$ cat src/adr_pkg.sv
// Package of register offsets, field layouts, codes and helpers for the converter control block
package adr_pkg;

  ////////////////////////////////////////////////////////////////////////////////
  // Register byte offsets on the bus
  localparam logic [7:0] ADR_OFF_INPUT_SELECT = 8'h00; // Reference, alignment, channel
  localparam logic [7:0] ADR_OFF_CONTROL = 8'h04; // Enable, start, input short
  localparam logic [7:0] ADR_OFF_STATUS = 8'h08; // Sticky done flag, busy
  localparam logic [7:0] ADR_OFF_IRQ_MASK = 8'h0C; // Same layout as status
  localparam logic [7:0] ADR_OFF_RESULT_LOW = 8'h10; // Result low byte
  localparam logic [7:0] ADR_OFF_RESULT_HIGH = 8'h14; // Result high byte

  ////////////////////////////////////////////////////////////////////////////////
  // Reset values
  localparam logic [7:0] ADR_INPUT_SELECT_RESET = 8'h00;
  localparam logic [7:0] ADR_CONTROL_RESET = 8'h00;
  localparam logic [7:0] ADR_IRQ_MASK_RESET = 8'h00;
  localparam logic [9:0] ADR_RESULT_RESET = 10'h000;

  ////////////////////////////////////////////////////////////////////////////////
  // Field positions
  localparam int ADR_REF_MSB = 7; // Reference field 7:6
  localparam int ADR_REF_LSB = 6;
  localparam int ADR_ALIGN_POS = 5; // Left align bit
  localparam int ADR_CH_MSB = 3; // Channel field 3:0
  localparam int ADR_CTRL_ENABLE_POS = 0;
  localparam int ADR_CTRL_START_POS = 1;
  localparam int ADR_CTRL_SHORT_POS = 2;
  localparam int ADR_STAT_DONE_POS = 0;
  localparam int ADR_STAT_BUSY_POS = 1;

  ////////////////////////////////////////////////////////////////////////////////
  // Reference and channel codes
  localparam logic [1:0] ADR_REF_EXTERNAL = 2'h0; // External pin, internal off
  localparam logic [1:0] ADR_REF_SUPPLY = 2'h1; // Analog supply
  localparam logic [1:0] ADR_REF_RESERVED = 2'h2; // Reserved
  localparam logic [1:0] ADR_REF_INTERNAL = 2'h3; // Internal 2.56V
  localparam logic [3:0] ADR_CH_LAST_SINGLE = 4'hA; // Inputs 0..10
  localparam logic [3:0] ADR_CH_AMPLIFIER_ZERO_INPUT = 4'hB; // Amplifier 0
  localparam logic [3:0] ADR_CH_AMPLIFIER_ONE_INPUT = 4'hC; // Amplifier 1
  localparam logic [3:0] ADR_CH_RESERVED = 4'hD;
  localparam logic [3:0] ADR_CH_BANDGAP = 4'hE;
  localparam logic [3:0] ADR_CH_GROUND = 4'hF;

  // Sequencer states
  typedef enum logic [0:0] {ADR_SEQ_IDLE, ADR_SEQ_CONVERT} adr_seq_state_type;

  // True for the two amplified (differential) channels
  function automatic logic adr_is_differential(input logic [3:0] ch);
    return (ch == ADR_CH_AMPLIFIER_ZERO_INPUT) || (ch == ADR_CH_AMPLIFIER_ONE_INPUT);
  endfunction

  // Maps a 10-bit result onto {high, low} bytes for either alignment
  function automatic logic [15:0] adr_align(input logic [9:0] code, input logic left);
    if (left) begin
      return {code, 6'h00};
    end
    return {6'h00, code};
  endfunction

endpackage

$ cat src/adr_result_if.sv
// Interface carrying the result path between the control top and the result store
`timescale 1ns/1ns
interface adr_result_if;
  logic capture; // Pulse: new result available
  logic [9:0] code; // Formatted 10-bit result
  logic left_align; // Live alignment bit
  logic low_read; // Pulse: low byte read
  logic high_read; // Pulse: high byte read
  logic [7:0] high_q; // High byte view
  logic [7:0] low_q; // Low byte view
  logic locked; // Updates blocked
  modport ctrl(output capture, output code, output left_align, output low_read,
    output high_read, input high_q, input low_q, input locked);
  modport store(input capture, input code, input left_align, input low_read,
    input high_read, output high_q, output low_q, output locked);
endinterface

$ cat src/adr_converter_top.sv
// Top of the converter control block: bus slave, registers, interrupt and result path
// Summary of operation
// - Single-ended result is unsigned 10-bit code
// - Differential result is 10-bit two's complement
// - Result top bit is sign when differential
// - Result stored in the same cycle the done flag rises
// - High register holds upper bits, low lower
// - Reference field: external, supply, reserved, internal
// - Reference and channel changes wait for conversion end
// - Internal reference powers on when enabled with the internal reference selected
// - Alignment bit selects left or right adjust
// - Alignment change remaps result registers immediately
// - Channel field selects inputs, amplifiers, bandgap, ground
// - Input select layout: ref, align, unused, channel
// - Input short bit ties differential inputs together
// - Low read locks results until high read
`timescale 1ns/1ns
module adr_converter_top
  import adr_pkg::*;
#(
  parameter int ADDR_W = 8 // Byte address width
)
(
  input wire logic clk_i,
  input wire logic rst_i,
  // Wishbone classic slave
  input wire logic wb_cyc_i,
  input wire logic wb_stb_i,
  input wire logic wb_we_i,
  input wire logic [ADDR_W-1:0] wb_adr_i,
  input wire logic [3:0] wb_sel_i,
  input wire logic [31:0] wb_dat_i,
  output logic [31:0] wb_dat_o,
  output logic wb_ack_o,
  // Interrupt
  output logic irq_o,
  // Analog core side
  input wire logic core_done_i,
  input wire logic [9:0] core_code_i,
  output logic core_start_o,
  output logic converter_enable_o,
  output logic [1:0] reference_select_o,
  output logic [3:0] channel_select_o,
  output logic internal_ref_on_o,
  output logic amplifier_input_short_o
);

  ////////////////////////////////////////////////////////////////////////////////
  // Declarations

  logic [7:0] input_select_register; // Reference, alignment, channel
  logic [7:0] control; // Enable and input short; start reads as busy
  logic [7:0] irq_mask; // Interrupt mask, status layout
  logic conversion_done_flag; // Sticky done, read clears
  logic start_pulse; // One-cycle start request
  logic short_q; // Amplifier input short
  logic req; // New bus request this cycle
  logic wr; // Register write this cycle
  logic rd; // Register read this cycle
  logic [7:0] addr; // Byte address, low bits
  logic [7:0] next_rdata; // Read mux output
  logic [7:0] status_view; // Status as read
  logic seq_busy; // Conversion running
  logic seq_done; // Conversion finished pulse
  logic [9:0] seq_code; // Formatted result
  logic [1:0] ref_applied; // Reference in use
  logic [3:0] channel_applied; // Channel in use
  logic core_start_q; // Registered start to core
  logic ref_on_q; // Registered internal reference enable
  logic enable_q; // Registered enable

  adr_result_if res(); // Result path

  ////////////////////////////////////////////////////////////////////////////////
  // Bus decode

  // One request per ack; the ack cycle itself is a gap so no double take
  assign req = wb_cyc_i && wb_stb_i && !wb_ack_o;
  // Registers are eight bits wide and live in byte lane 0
  assign wr = req && wb_we_i && wb_sel_i[0];
  assign rd = req && !wb_we_i;
  assign addr = 8'(wb_adr_i);

  // Acknowledge every request one cycle later, mapped or not
  always_ff @(posedge clk_i) begin
    if (rst_i) begin
      wb_ack_o <= 1'b0;
    end else begin
      wb_ack_o <= req;
    end
  end

  ////////////////////////////////////////////////////////////////////////////////
  // Input select register

  // Bit 4 is unused and always reads zero
  always_ff @(posedge clk_i) begin
    if (rst_i) begin
      input_select_register <= ADR_INPUT_SELECT_RESET;
    end else if (wr && addr == ADR_OFF_INPUT_SELECT) begin
      input_select_register <= wb_dat_i[7:0] & 8'hEF;
    end
  end

  ////////////////////////////////////////////////////////////////////////////////
  // Control register

  // Enable and short are plain storage bits
  always_ff @(posedge clk_i) begin
    if (rst_i) begin
      control <= ADR_CONTROL_RESET;
    end else if (wr && addr == ADR_OFF_CONTROL) begin
      control <= wb_dat_i[7:0];
    end
  end

  // Start is a write-one strobe; writing zero does nothing
  always_ff @(posedge clk_i) begin
    if (rst_i) begin
      start_pulse <= 1'b0;
    end else begin
      start_pulse <= wr && addr == ADR_OFF_CONTROL && wb_dat_i[ADR_CTRL_START_POS];
    end
  end

  // Short is registered once, then driven to the amplifier inputs
  always_ff @(posedge clk_i) begin
    if (rst_i) begin
      short_q <= 1'b0;
    end else begin
      short_q <= control[ADR_CTRL_SHORT_POS];
    end
  end

  ////////////////////////////////////////////////////////////////////////////////
  // Interrupt mask and sticky status

  // Mask shares the status layout
  always_ff @(posedge clk_i) begin
    if (rst_i) begin
      irq_mask <= ADR_IRQ_MASK_RESET;
    end else if (wr && addr == ADR_OFF_IRQ_MASK) begin
      irq_mask <= wb_dat_i[7:0];
    end
  end

  // A done in the clearing cycle survives: set wins over the read clear
  always_ff @(posedge clk_i) begin
    if (rst_i) begin
      conversion_done_flag <= 1'b0;
    end else if (seq_done) begin
      conversion_done_flag <= 1'b1;
    end else if (rd && addr == ADR_OFF_STATUS) begin
      conversion_done_flag <= 1'b0;
    end
  end

  // Busy is live state, not sticky
  always_comb begin
    status_view = 8'h00;
    status_view[ADR_STAT_DONE_POS] = conversion_done_flag;
    status_view[ADR_STAT_BUSY_POS] = seq_busy;
  end

  // Level interrupt, only the sticky done bit can raise it
  always_ff @(posedge clk_i) begin
    if (rst_i) begin
      irq_o <= 1'b0;
    end else begin
      irq_o <= conversion_done_flag && irq_mask[ADR_STAT_DONE_POS];
    end
  end

  ////////////////////////////////////////////////////////////////////////////////
  // Read data

  // Unmapped addresses read zero
  always_comb begin
    case (addr)
      ADR_OFF_INPUT_SELECT: next_rdata = input_select_register;
      ADR_OFF_CONTROL: begin
        next_rdata = control;
        next_rdata[ADR_CTRL_START_POS] = seq_busy;
      end
      ADR_OFF_STATUS: next_rdata = status_view;
      ADR_OFF_IRQ_MASK: next_rdata = irq_mask;
      ADR_OFF_RESULT_LOW: next_rdata = res.low_q;
      ADR_OFF_RESULT_HIGH: next_rdata = res.high_q;
      default: next_rdata = 8'h00;
    endcase
  end

  // Data sampled with the request and held with ack
  always_ff @(posedge clk_i) begin
    if (rst_i) begin
      wb_dat_o <= 32'h0000_0000;
    end else if (rd) begin
      wb_dat_o <= {24'h00_0000, next_rdata};
    end else if (wb_ack_o) begin
      wb_dat_o <= 32'h0000_0000;
    end
  end

  ////////////////////////////////////////////////////////////////////////////////
  // Result path

  // Alignment acts on the view, never on the stored code
  assign res.capture = seq_done;
  assign res.code = seq_code;
  assign res.left_align = input_select_register[ADR_ALIGN_POS];
  assign res.low_read = rd && addr == ADR_OFF_RESULT_LOW;
  assign res.high_read = rd && addr == ADR_OFF_RESULT_HIGH;

  adr_result_store u_store (
    .clk_i(clk_i),
    .rst_i(rst_i),
    .res(res)
  );

  ////////////////////////////////////////////////////////////////////////////////
  // Conversion sequencer

  adr_conv_seq u_seq (
    .clk_i(clk_i),
    .rst_i(rst_i),
    .enable_i(control[ADR_CTRL_ENABLE_POS]),
    .start_i(start_pulse),
    .ref_sel_i(input_select_register[ADR_REF_MSB:ADR_REF_LSB]),
    .channel_i(input_select_register[ADR_CH_MSB:0]),
    .core_done_i(core_done_i),
    .core_code_i(core_code_i),
    .busy_o(seq_busy),
    .done_o(seq_done),
    .code_o(seq_code),
    .core_start_o(core_start_q),
    .ref_applied_o(ref_applied),
    .channel_applied_o(channel_applied),
    .internal_ref_on_o(ref_on_q),
    .enable_o(enable_q)
  );

  ////////////////////////////////////////////////////////////////////////////////
  // Core-facing outputs, all from flops

  // Applied settings reach the mux and reference switch unchanged
  assign core_start_o = core_start_q;
  assign converter_enable_o = enable_q;
  assign reference_select_o = ref_applied;
  assign channel_select_o = channel_applied;
  assign internal_ref_on_o = ref_on_q;
  assign amplifier_input_short_o = short_q;

endmodule // adr_converter_top

$ cat src/adr_result_store.sv
// Result store with read lock and live alignment mapping
`timescale 1ns/1ns
module adr_result_store
  import adr_pkg::*;
(
  input wire logic clk_i,
  input wire logic rst_i,
  adr_result_if.store res
);

  logic [9:0] code_q; // Stored result, kept unaligned
  logic locked_q; // Low read seen, high not yet
  logic [15:0] view; // Aligned byte view

  ////////////////////////////////////////////////////////////////////////////////
  // Capture a new result unless a split read is in progress
  always_ff @(posedge clk_i) begin
    if (rst_i) begin
      code_q <= ADR_RESULT_RESET;
    end else if (res.capture && !locked_q) begin
      code_q <= res.code;
    end
  end

  // Lock after a low read, release on the high read
  always_ff @(posedge clk_i) begin
    if (rst_i) begin
      locked_q <= 1'b0;
    end else if (res.high_read) begin
      locked_q <= 1'b0;
    end else if (res.low_read) begin
      locked_q <= 1'b1;
    end
  end

  // Alignment applied on the view, so a flip shows at once
  assign view = adr_align(code_q, res.left_align);
  assign res.high_q = view[15:8];
  assign res.low_q = view[7:0];
  assign res.locked = locked_q;

endmodule // adr_result_store

$ cat src/adr_conv_seq.sv
// Conversion sequencer facing the analog core
`timescale 1ns/1ns
module adr_conv_seq
  import adr_pkg::*;
(
  input wire logic clk_i,
  input wire logic rst_i,
  input wire logic enable_i,
  input wire logic start_i,
  input wire logic [1:0] ref_sel_i,
  input wire logic [3:0] channel_i,
  input wire logic core_done_i,
  input wire logic [9:0] core_code_i,
  output logic busy_o,
  output logic done_o,
  output logic [9:0] code_o,
  output logic core_start_o,
  output logic [1:0] ref_applied_o,
  output logic [3:0] channel_applied_o,
  output logic internal_ref_on_o,
  output logic enable_o
);

  adr_seq_state_type state; // Sequencer state
  logic [2:0] done_sync; // Done pin synchroniser plus edge stage
  logic [9:0] code_meta; // First stage of code synchroniser
  logic [9:0] code_sync; // Second stage of code synchroniser
  logic done_edge; // Rising edge of the synchronised done

  ////////////////////////////////////////////////////////////////////////////////
  // Core outputs are asynchronous to us; two flops before use
  always_ff @(posedge clk_i) begin
    if (rst_i) begin
      done_sync <= 3'h0;
      code_meta <= 10'h000;
      code_sync <= 10'h000;
    end else begin
      done_sync <= {done_sync[1:0], core_done_i};
      code_meta <= core_code_i;
      code_sync <= code_meta;
    end
  end
  assign done_edge = done_sync[1] && !done_sync[2];

  // State, start pulse and done pulse
  always_ff @(posedge clk_i) begin
    if (rst_i) begin
      state <= ADR_SEQ_IDLE;
      core_start_o <= 1'b0;
      done_o <= 1'b0;
      code_o <= ADR_RESULT_RESET;
    end else begin
      core_start_o <= 1'b0;
      done_o <= 1'b0;
      case (state)
        ADR_SEQ_IDLE: begin
          // Start ignored while disabled
          if (start_i && enable_i) begin
            state <= ADR_SEQ_CONVERT;
            core_start_o <= 1'b1;
          end
        end
        ADR_SEQ_CONVERT: begin
          if (done_edge) begin
            state <= ADR_SEQ_IDLE;
            done_o <= 1'b1;
            // Core gives offset binary on differential inputs
            if (adr_is_differential(channel_applied_o)) begin
              code_o <= {~code_sync[9], code_sync[8:0]};
            end else begin
              code_o <= code_sync;
            end
          end
        end
        default: begin
          state <= ADR_SEQ_IDLE;
        end
      endcase
    end
  end

  // Settings follow the register only between conversions
  always_ff @(posedge clk_i) begin
    if (rst_i) begin
      ref_applied_o <= ADR_REF_EXTERNAL;
      channel_applied_o <= 4'h0;
    end else if (state == ADR_SEQ_IDLE && !(start_i && enable_i)) begin
      ref_applied_o <= ref_sel_i;
      channel_applied_o <= channel_i;
    end
  end

  // Disable takes effect only once the conversion ends
  always_ff @(posedge clk_i) begin
    if (rst_i) begin
      enable_o <= 1'b0;
      internal_ref_on_o <= 1'b0;
    end else begin
      if (enable_i || state == ADR_SEQ_IDLE) begin
        enable_o <= enable_i;
      end
      internal_ref_on_o <= (enable_i || state != ADR_SEQ_IDLE) &&
        (ref_sel_i == ADR_REF_INTERNAL || ref_applied_o == ADR_REF_INTERNAL);
    end
  end

  assign busy_o = (state == ADR_SEQ_CONVERT);

endmodule // adr_conv_seq

$ cat config.mk
export PLATFORM = sky130hd
export DESIGN_NAME = adr_converter_top
export DESIGN_NICKNAME = d
export VERILOG_FILES = /design/src/adr_pkg.sv /design/src/adr_result_if.sv /design/src/adr_converter_top.sv /design/src/adr_result_store.sv /design/src/adr_conv_seq.sv
export SDC_FILE = /design/constraint.sdc
export NUM_CORES = 1
export LEC_CHECK = 0
export BUFFER_PORTS_ARGS = -buffer_cell sky130_fd_sc_hd__buf_2
export CAP_MARGIN = 30
export CORE_MARGIN = 10
export CORE_UTILIZATION = 52
export DETAILED_ROUTE_END_ITERATION = 7
export PLACE_DENSITY = 0.79
export SYNTH_ARGS = -nofsm -noshare
export SYNTH_HDL_FRONTEND = slang
export SYNTH_SLANG_ARGS = --single-unit
$ cat constraint.sdc
create_clock -name clk_i -period 2.1 [get_ports clk_i]
set_clock_uncertainty 0.1 [all_clocks]
set_input_delay 0.105 -clock clk_i [delete_from_list [all_inputs] [get_ports clk_i]]
set_output_delay 0.105 -clock clk_i [all_outputs]
set_load 0.02 [all_outputs]
==> impl_results.rst <==
.. list-table::
   :header-rows: 1

   * - Metric
     - Value
   * - CTS root buf
     - sky130_fd_sc_hd__clkbuf_8
   * - Worst hold slack
     - about 0.061 ns
   * - Average wire per cell in the routed design
     - around 14 um
   * - Share of layout cells above drive strength 1
     - around 18%
   * - Worst-skew pair later-pin latency
     - ~0.35 ns
   * - Share of the clock period used by the worst path
     - a little under 90%
   * - FFs w/ async S/R, synth
     - 0%
   * - Ys Warns
     - 0
   * - CTS Buffer Depth
     - 2
   * - Buffers on Ports
     - 52
   * - Vias after detailed routing
     - roughly 2,900
   * - Deepest level of the CTS H-tree
     - 3
   * - Setup Total Neg Slack
     - 0 ns
   * - NumNets Final
     - 541
   * - Combined area of all synthesized cells
     - approximately 3700 um^2
   * - Final-report hold violation count
     - 0
   * - Number of DRC violations after detailed routing
     - 0
   * - Dominant synthesized flop cell
     - sky130_fd_sc_hd__dfxtp_1
   * - Flip-flop and latch count after synthesis
     - 90
   * - Nature of the critical path endpoint
     - flip-flop
   * - Clock sink count
     - 90
   * - Routability-driven placement congestion ratio
     - roughly 0.84
   * - Worst VDD drop
     - slightly below 0.5 mV
   * - Area enclosed by the die boundary
     - between 10,000 and 15,000 um^2
   * - Detailed Route Iter0 Violations
     - 119
   * - Final core occ
     - ~64%
   * - Sort of element at the start of the critical path
     - flip-flop
   * - Number of detailed-routing iterations run before antenna repair
     - 4
   * - Max_cap viols
     - 0
   * - Count of buffers added by post-CTS timing repair for setup
     - 0
   * - Crit path DAT
     - just over 2 ns
   * - Die height
     - between 100 and 150 um
   * - Post-place setup slack
     - roughly 0.16 ns
   * - Clock slew at reported path FFs
     - roughly 0.09 ns
   * - Startpoint-to-endpoint class of the critical path
     - reg2reg
   * - Count of antenna diodes in the layout
     - 0
   * - Number of max-slew violations in the final report
     - 0
   * - Number of routed nets with antenna violations
     - 0
   * - Vias per inst
     - 5.065
   * - First-pass GRT wire length
     - about 14,000 um
   * - Area of the core
     - roughly 7000 um^2
   * - Ports placed on the boundary
     - 104
   * - Synth-to-layout area growth
     - 18.57%
   * - Placement row count
     - 30
   * - Gate count after technology mapping
     - between 400 and 500
   * - Total routed wirelength
     - ~8400 um
   * - Power per unit of standard cell area
     - approximately 730 nW/um^2
   * - Final setup violating endpoints
     - 0
   * - Slew at the pin closest to its max-slew limit
     - 0.6119 ns
   * - Detailed Place HPWL
     - roughly 6000 um
   * - Cts bufs inserted
     - 9
   * - Total global routing overflow
     - 0
   * - Tmin final
     - 1.855 ns
   * - Overall track demand over capacity in global routing
     - between 15 and 20%
   * - RSZ-0062 raised after global routing
     - no
   * - Filler cell count in the final layout
     - 596
   * - Worst setup slack after layout
     - about 0.24 ns
   * - Leakage power figure
     - around 0.0017 uW
   * - Fraction of the yosys area taken by sequential cells
     - approximately 48%
   * - Mean instance size in the synthesized netlist
     - ~9 um^2
   * - Clock tree from TritonCTS
     - built
   * - Data required time at the worst endpoint
     - 2.26 ns
   * - Max Clk Rate
     - between 0.5 and 0.6 GHz
   * - Synth unique cells
     - between 40 and 50
   * - Count of flip-flops with a built-in enable after synthesis
     - 0
   * - Critical-path maximum fanout
     - 8
   * - Status
     - completed
   * - Worst Hold Class
     - in2reg
   * - Number of global-route vias before repair
     - between 2,000 and 3,000
   * - Chip Width
     - approximately 100 um
   * - Pin count of the biggest net entering global routing
     - between 90 and 100
   * - Initial antenna violation count
     - 0
   * - Starting utilization of the core area
     - 54.24%
   * - Worst slew margin
     - between 50 and 60%
## critical path, cell delays in order, from the launching register on
cell                       delay (ns)
sky130_fd_sc_hd__dfxtp_1         0.37
sky130_fd_sc_hd__nor4bb_2        0.44
sky130_fd_sc_hd__nor4bb_1        0.34
sky130_fd_sc_hd__buf_4           0.21
sky130_fd_sc_hd__a21oi_1         0.05
sky130_fd_sc_hd__a311oi_1        0.26
## what timing repair did
item | CTS | global route
hold buffers | 19 | 0
gates resized for setup | 0 | 1
setup endpoints to repair | 0 | 1
endpoints found under the hold margin | 34 | 0
## power by group
| group | switching (uW) | internal (uW) | leakage (uW) |
|---|---|---|---|
| Clock | 615 | 678 | 0.000102 |
| Sequential | 6.05 | 1730 | 0.000730 |
| Combinational | 126 | 78.9 | 0.000858 |
## area by class of cell
| cell class | instances | area (um^2) | area share [%] |
|---|---|---|---|
| multi-input combinational | 296 | 1743 | 39.24 |
| timing repair buffer | 82 | 545.5 | 12.28 |
| tap | 96 | 120.1 | 2.704 |
| clock inverter | 7 | 100.1 | 2.254 |
| sequential | 90 | 1802 | 40.56 |
| clock buffer | 9 | 123.9 | 2.789 |
| inverter | 2 | 7.507 | 0.1690 |
## per-stage QoR
stage / total power [uW] / std cells / area, um^2
after floorplan: 1922 / 436 / 3832
after global placement: 1940 / 547 / 4021
after detailed placement: 1946 / 547 / 4021
after CTS: 3246 / 582 / 4436
after global routing: 3351 / 582 / 4442
final: 3230 / 582 / 4442
## state kept, by name (all words and copies together), names as in the netlist, 2 cells and up
name / count
control: 7
input_select_register: 7
irq_mask: 8
u_seq.channel_applied_o: 4
u_seq.code_meta: 10
u_seq.code_o: 10
u_seq.code_sync: 10
u_seq.done_sync: 3
u_seq.ref_applied_o: 2
u_store.code_q: 10
wb_dat_o: 8
## path summary, 6_finish.rpt
kind,start,to,cells past startpoint,slack (ns)
setup / recovery,wb_ack_o,wb_dat_o[2],5,0.24
hold / removal,wb_adr_i[4],wb_dat_o[0],3,0.06
setup reg to reg,wb_ack_o,wb_dat_o[2],5,0.24
hold reg to reg,u_seq.code_sync[8],u_seq.code_o[8],2,0.33
## cells by family (layout without fill, tap and decap cells)
logic type      after synthesis  count (layout)  share of synthesized area [%]
flops                        90              90                          48.10
other cells                   1              24                         0.1001
xor+xnor                      1               1                         0.2338
buf+inv                      50             100                          8.016
compound gates               64              64                          10.32
mux                          34              34                          9.085
simple gates                173             173                          24.15
## cell usage in the layout, fill, tap and decap left out, drive strengths merged, types with 2 or more instances in the layout
master and count:
o21ai 8, a32oi 3, nor2b 25, nor4 4, mux2i 34, and3 4, nor3 6, nor3b 8
nor4b 3, nor2 41, and4 2, nand2b 2, nand2 61, dlygate4sd3 19, or2 2, nor4bb 2
conb 24, a311oi 4, bufinv 2, a211oi 5, o31ai 2, buf 63, nand3b 3, and3b 3
a21oi 35, inv 4, or4 2, dfxtp 90, clkinvlp 3, clkbuf 9, a22oi 3
## synth_stat cells, types with 2 or more instances
library cell / instances / area (um^2)
sky130_fd_sc_hd__a32oi_1: 3 / 26.28
sky130_fd_sc_hd__buf_6: 2 / 22.52
sky130_fd_sc_hd__buf_4: 26 / 195.2
sky130_fd_sc_hd__nand3b_1: 3 / 22.52
sky130_fd_sc_hd__or2_2: 2 / 12.51
sky130_fd_sc_hd__nor3b_1: 8 / 60.06
sky130_fd_sc_hd__mux2i_1: 34 / 340.3
sky130_fd_sc_hd__a21oi_1: 35 / 175.2
sky130_fd_sc_hd__a22oi_1: 3 / 22.52
sky130_fd_sc_hd__nor2_1: 41 / 153.9
sky130_fd_sc_hd__o21ai_0: 8 / 40.04
sky130_fd_sc_hd__and3b_1: 3 / 26.28
sky130_fd_sc_hd__o31ai_1: 2 / 15.01
sky130_fd_sc_hd__nand2_1: 61 / 229.0
sky130_fd_sc_hd__nand2b_1: 2 / 12.51
sky130_fd_sc_hd__and3_1: 4 / 25.02
sky130_fd_sc_hd__inv_1: 2 / 7.510
sky130_fd_sc_hd__a311oi_1: 4 / 35.03
sky130_fd_sc_hd__nor4_1: 2 / 12.51
sky130_fd_sc_hd__nor2b_1: 25 / 156.4
sky130_fd_sc_hd__nor4b_1: 3 / 26.28
sky130_fd_sc_hd__clkbuf_1: 19 / 71.32
sky130_fd_sc_hd__dfxtp_1: 90 / 1802
sky130_fd_sc_hd__a211oi_1: 5 / 37.54
sky130_fd_sc_hd__nor3_1: 6 / 30.03
sky130_fd_sc_hd__nor4bb_1: 2 / 20.02
sky130_fd_sc_hd__nor4_4: 2 / 42.54
## layer usage
layer  up-vias  global-route usage (%)  wire length [um]
li1       1504                       -                 -
met1      1344                   18.22              3735
met2        87                   24.20              3931
met3        13                   5.160               595
met4         0                   5.980               167
met5         -                       0                 0
No activity file was read; power rests on OpenSTA's default activity.
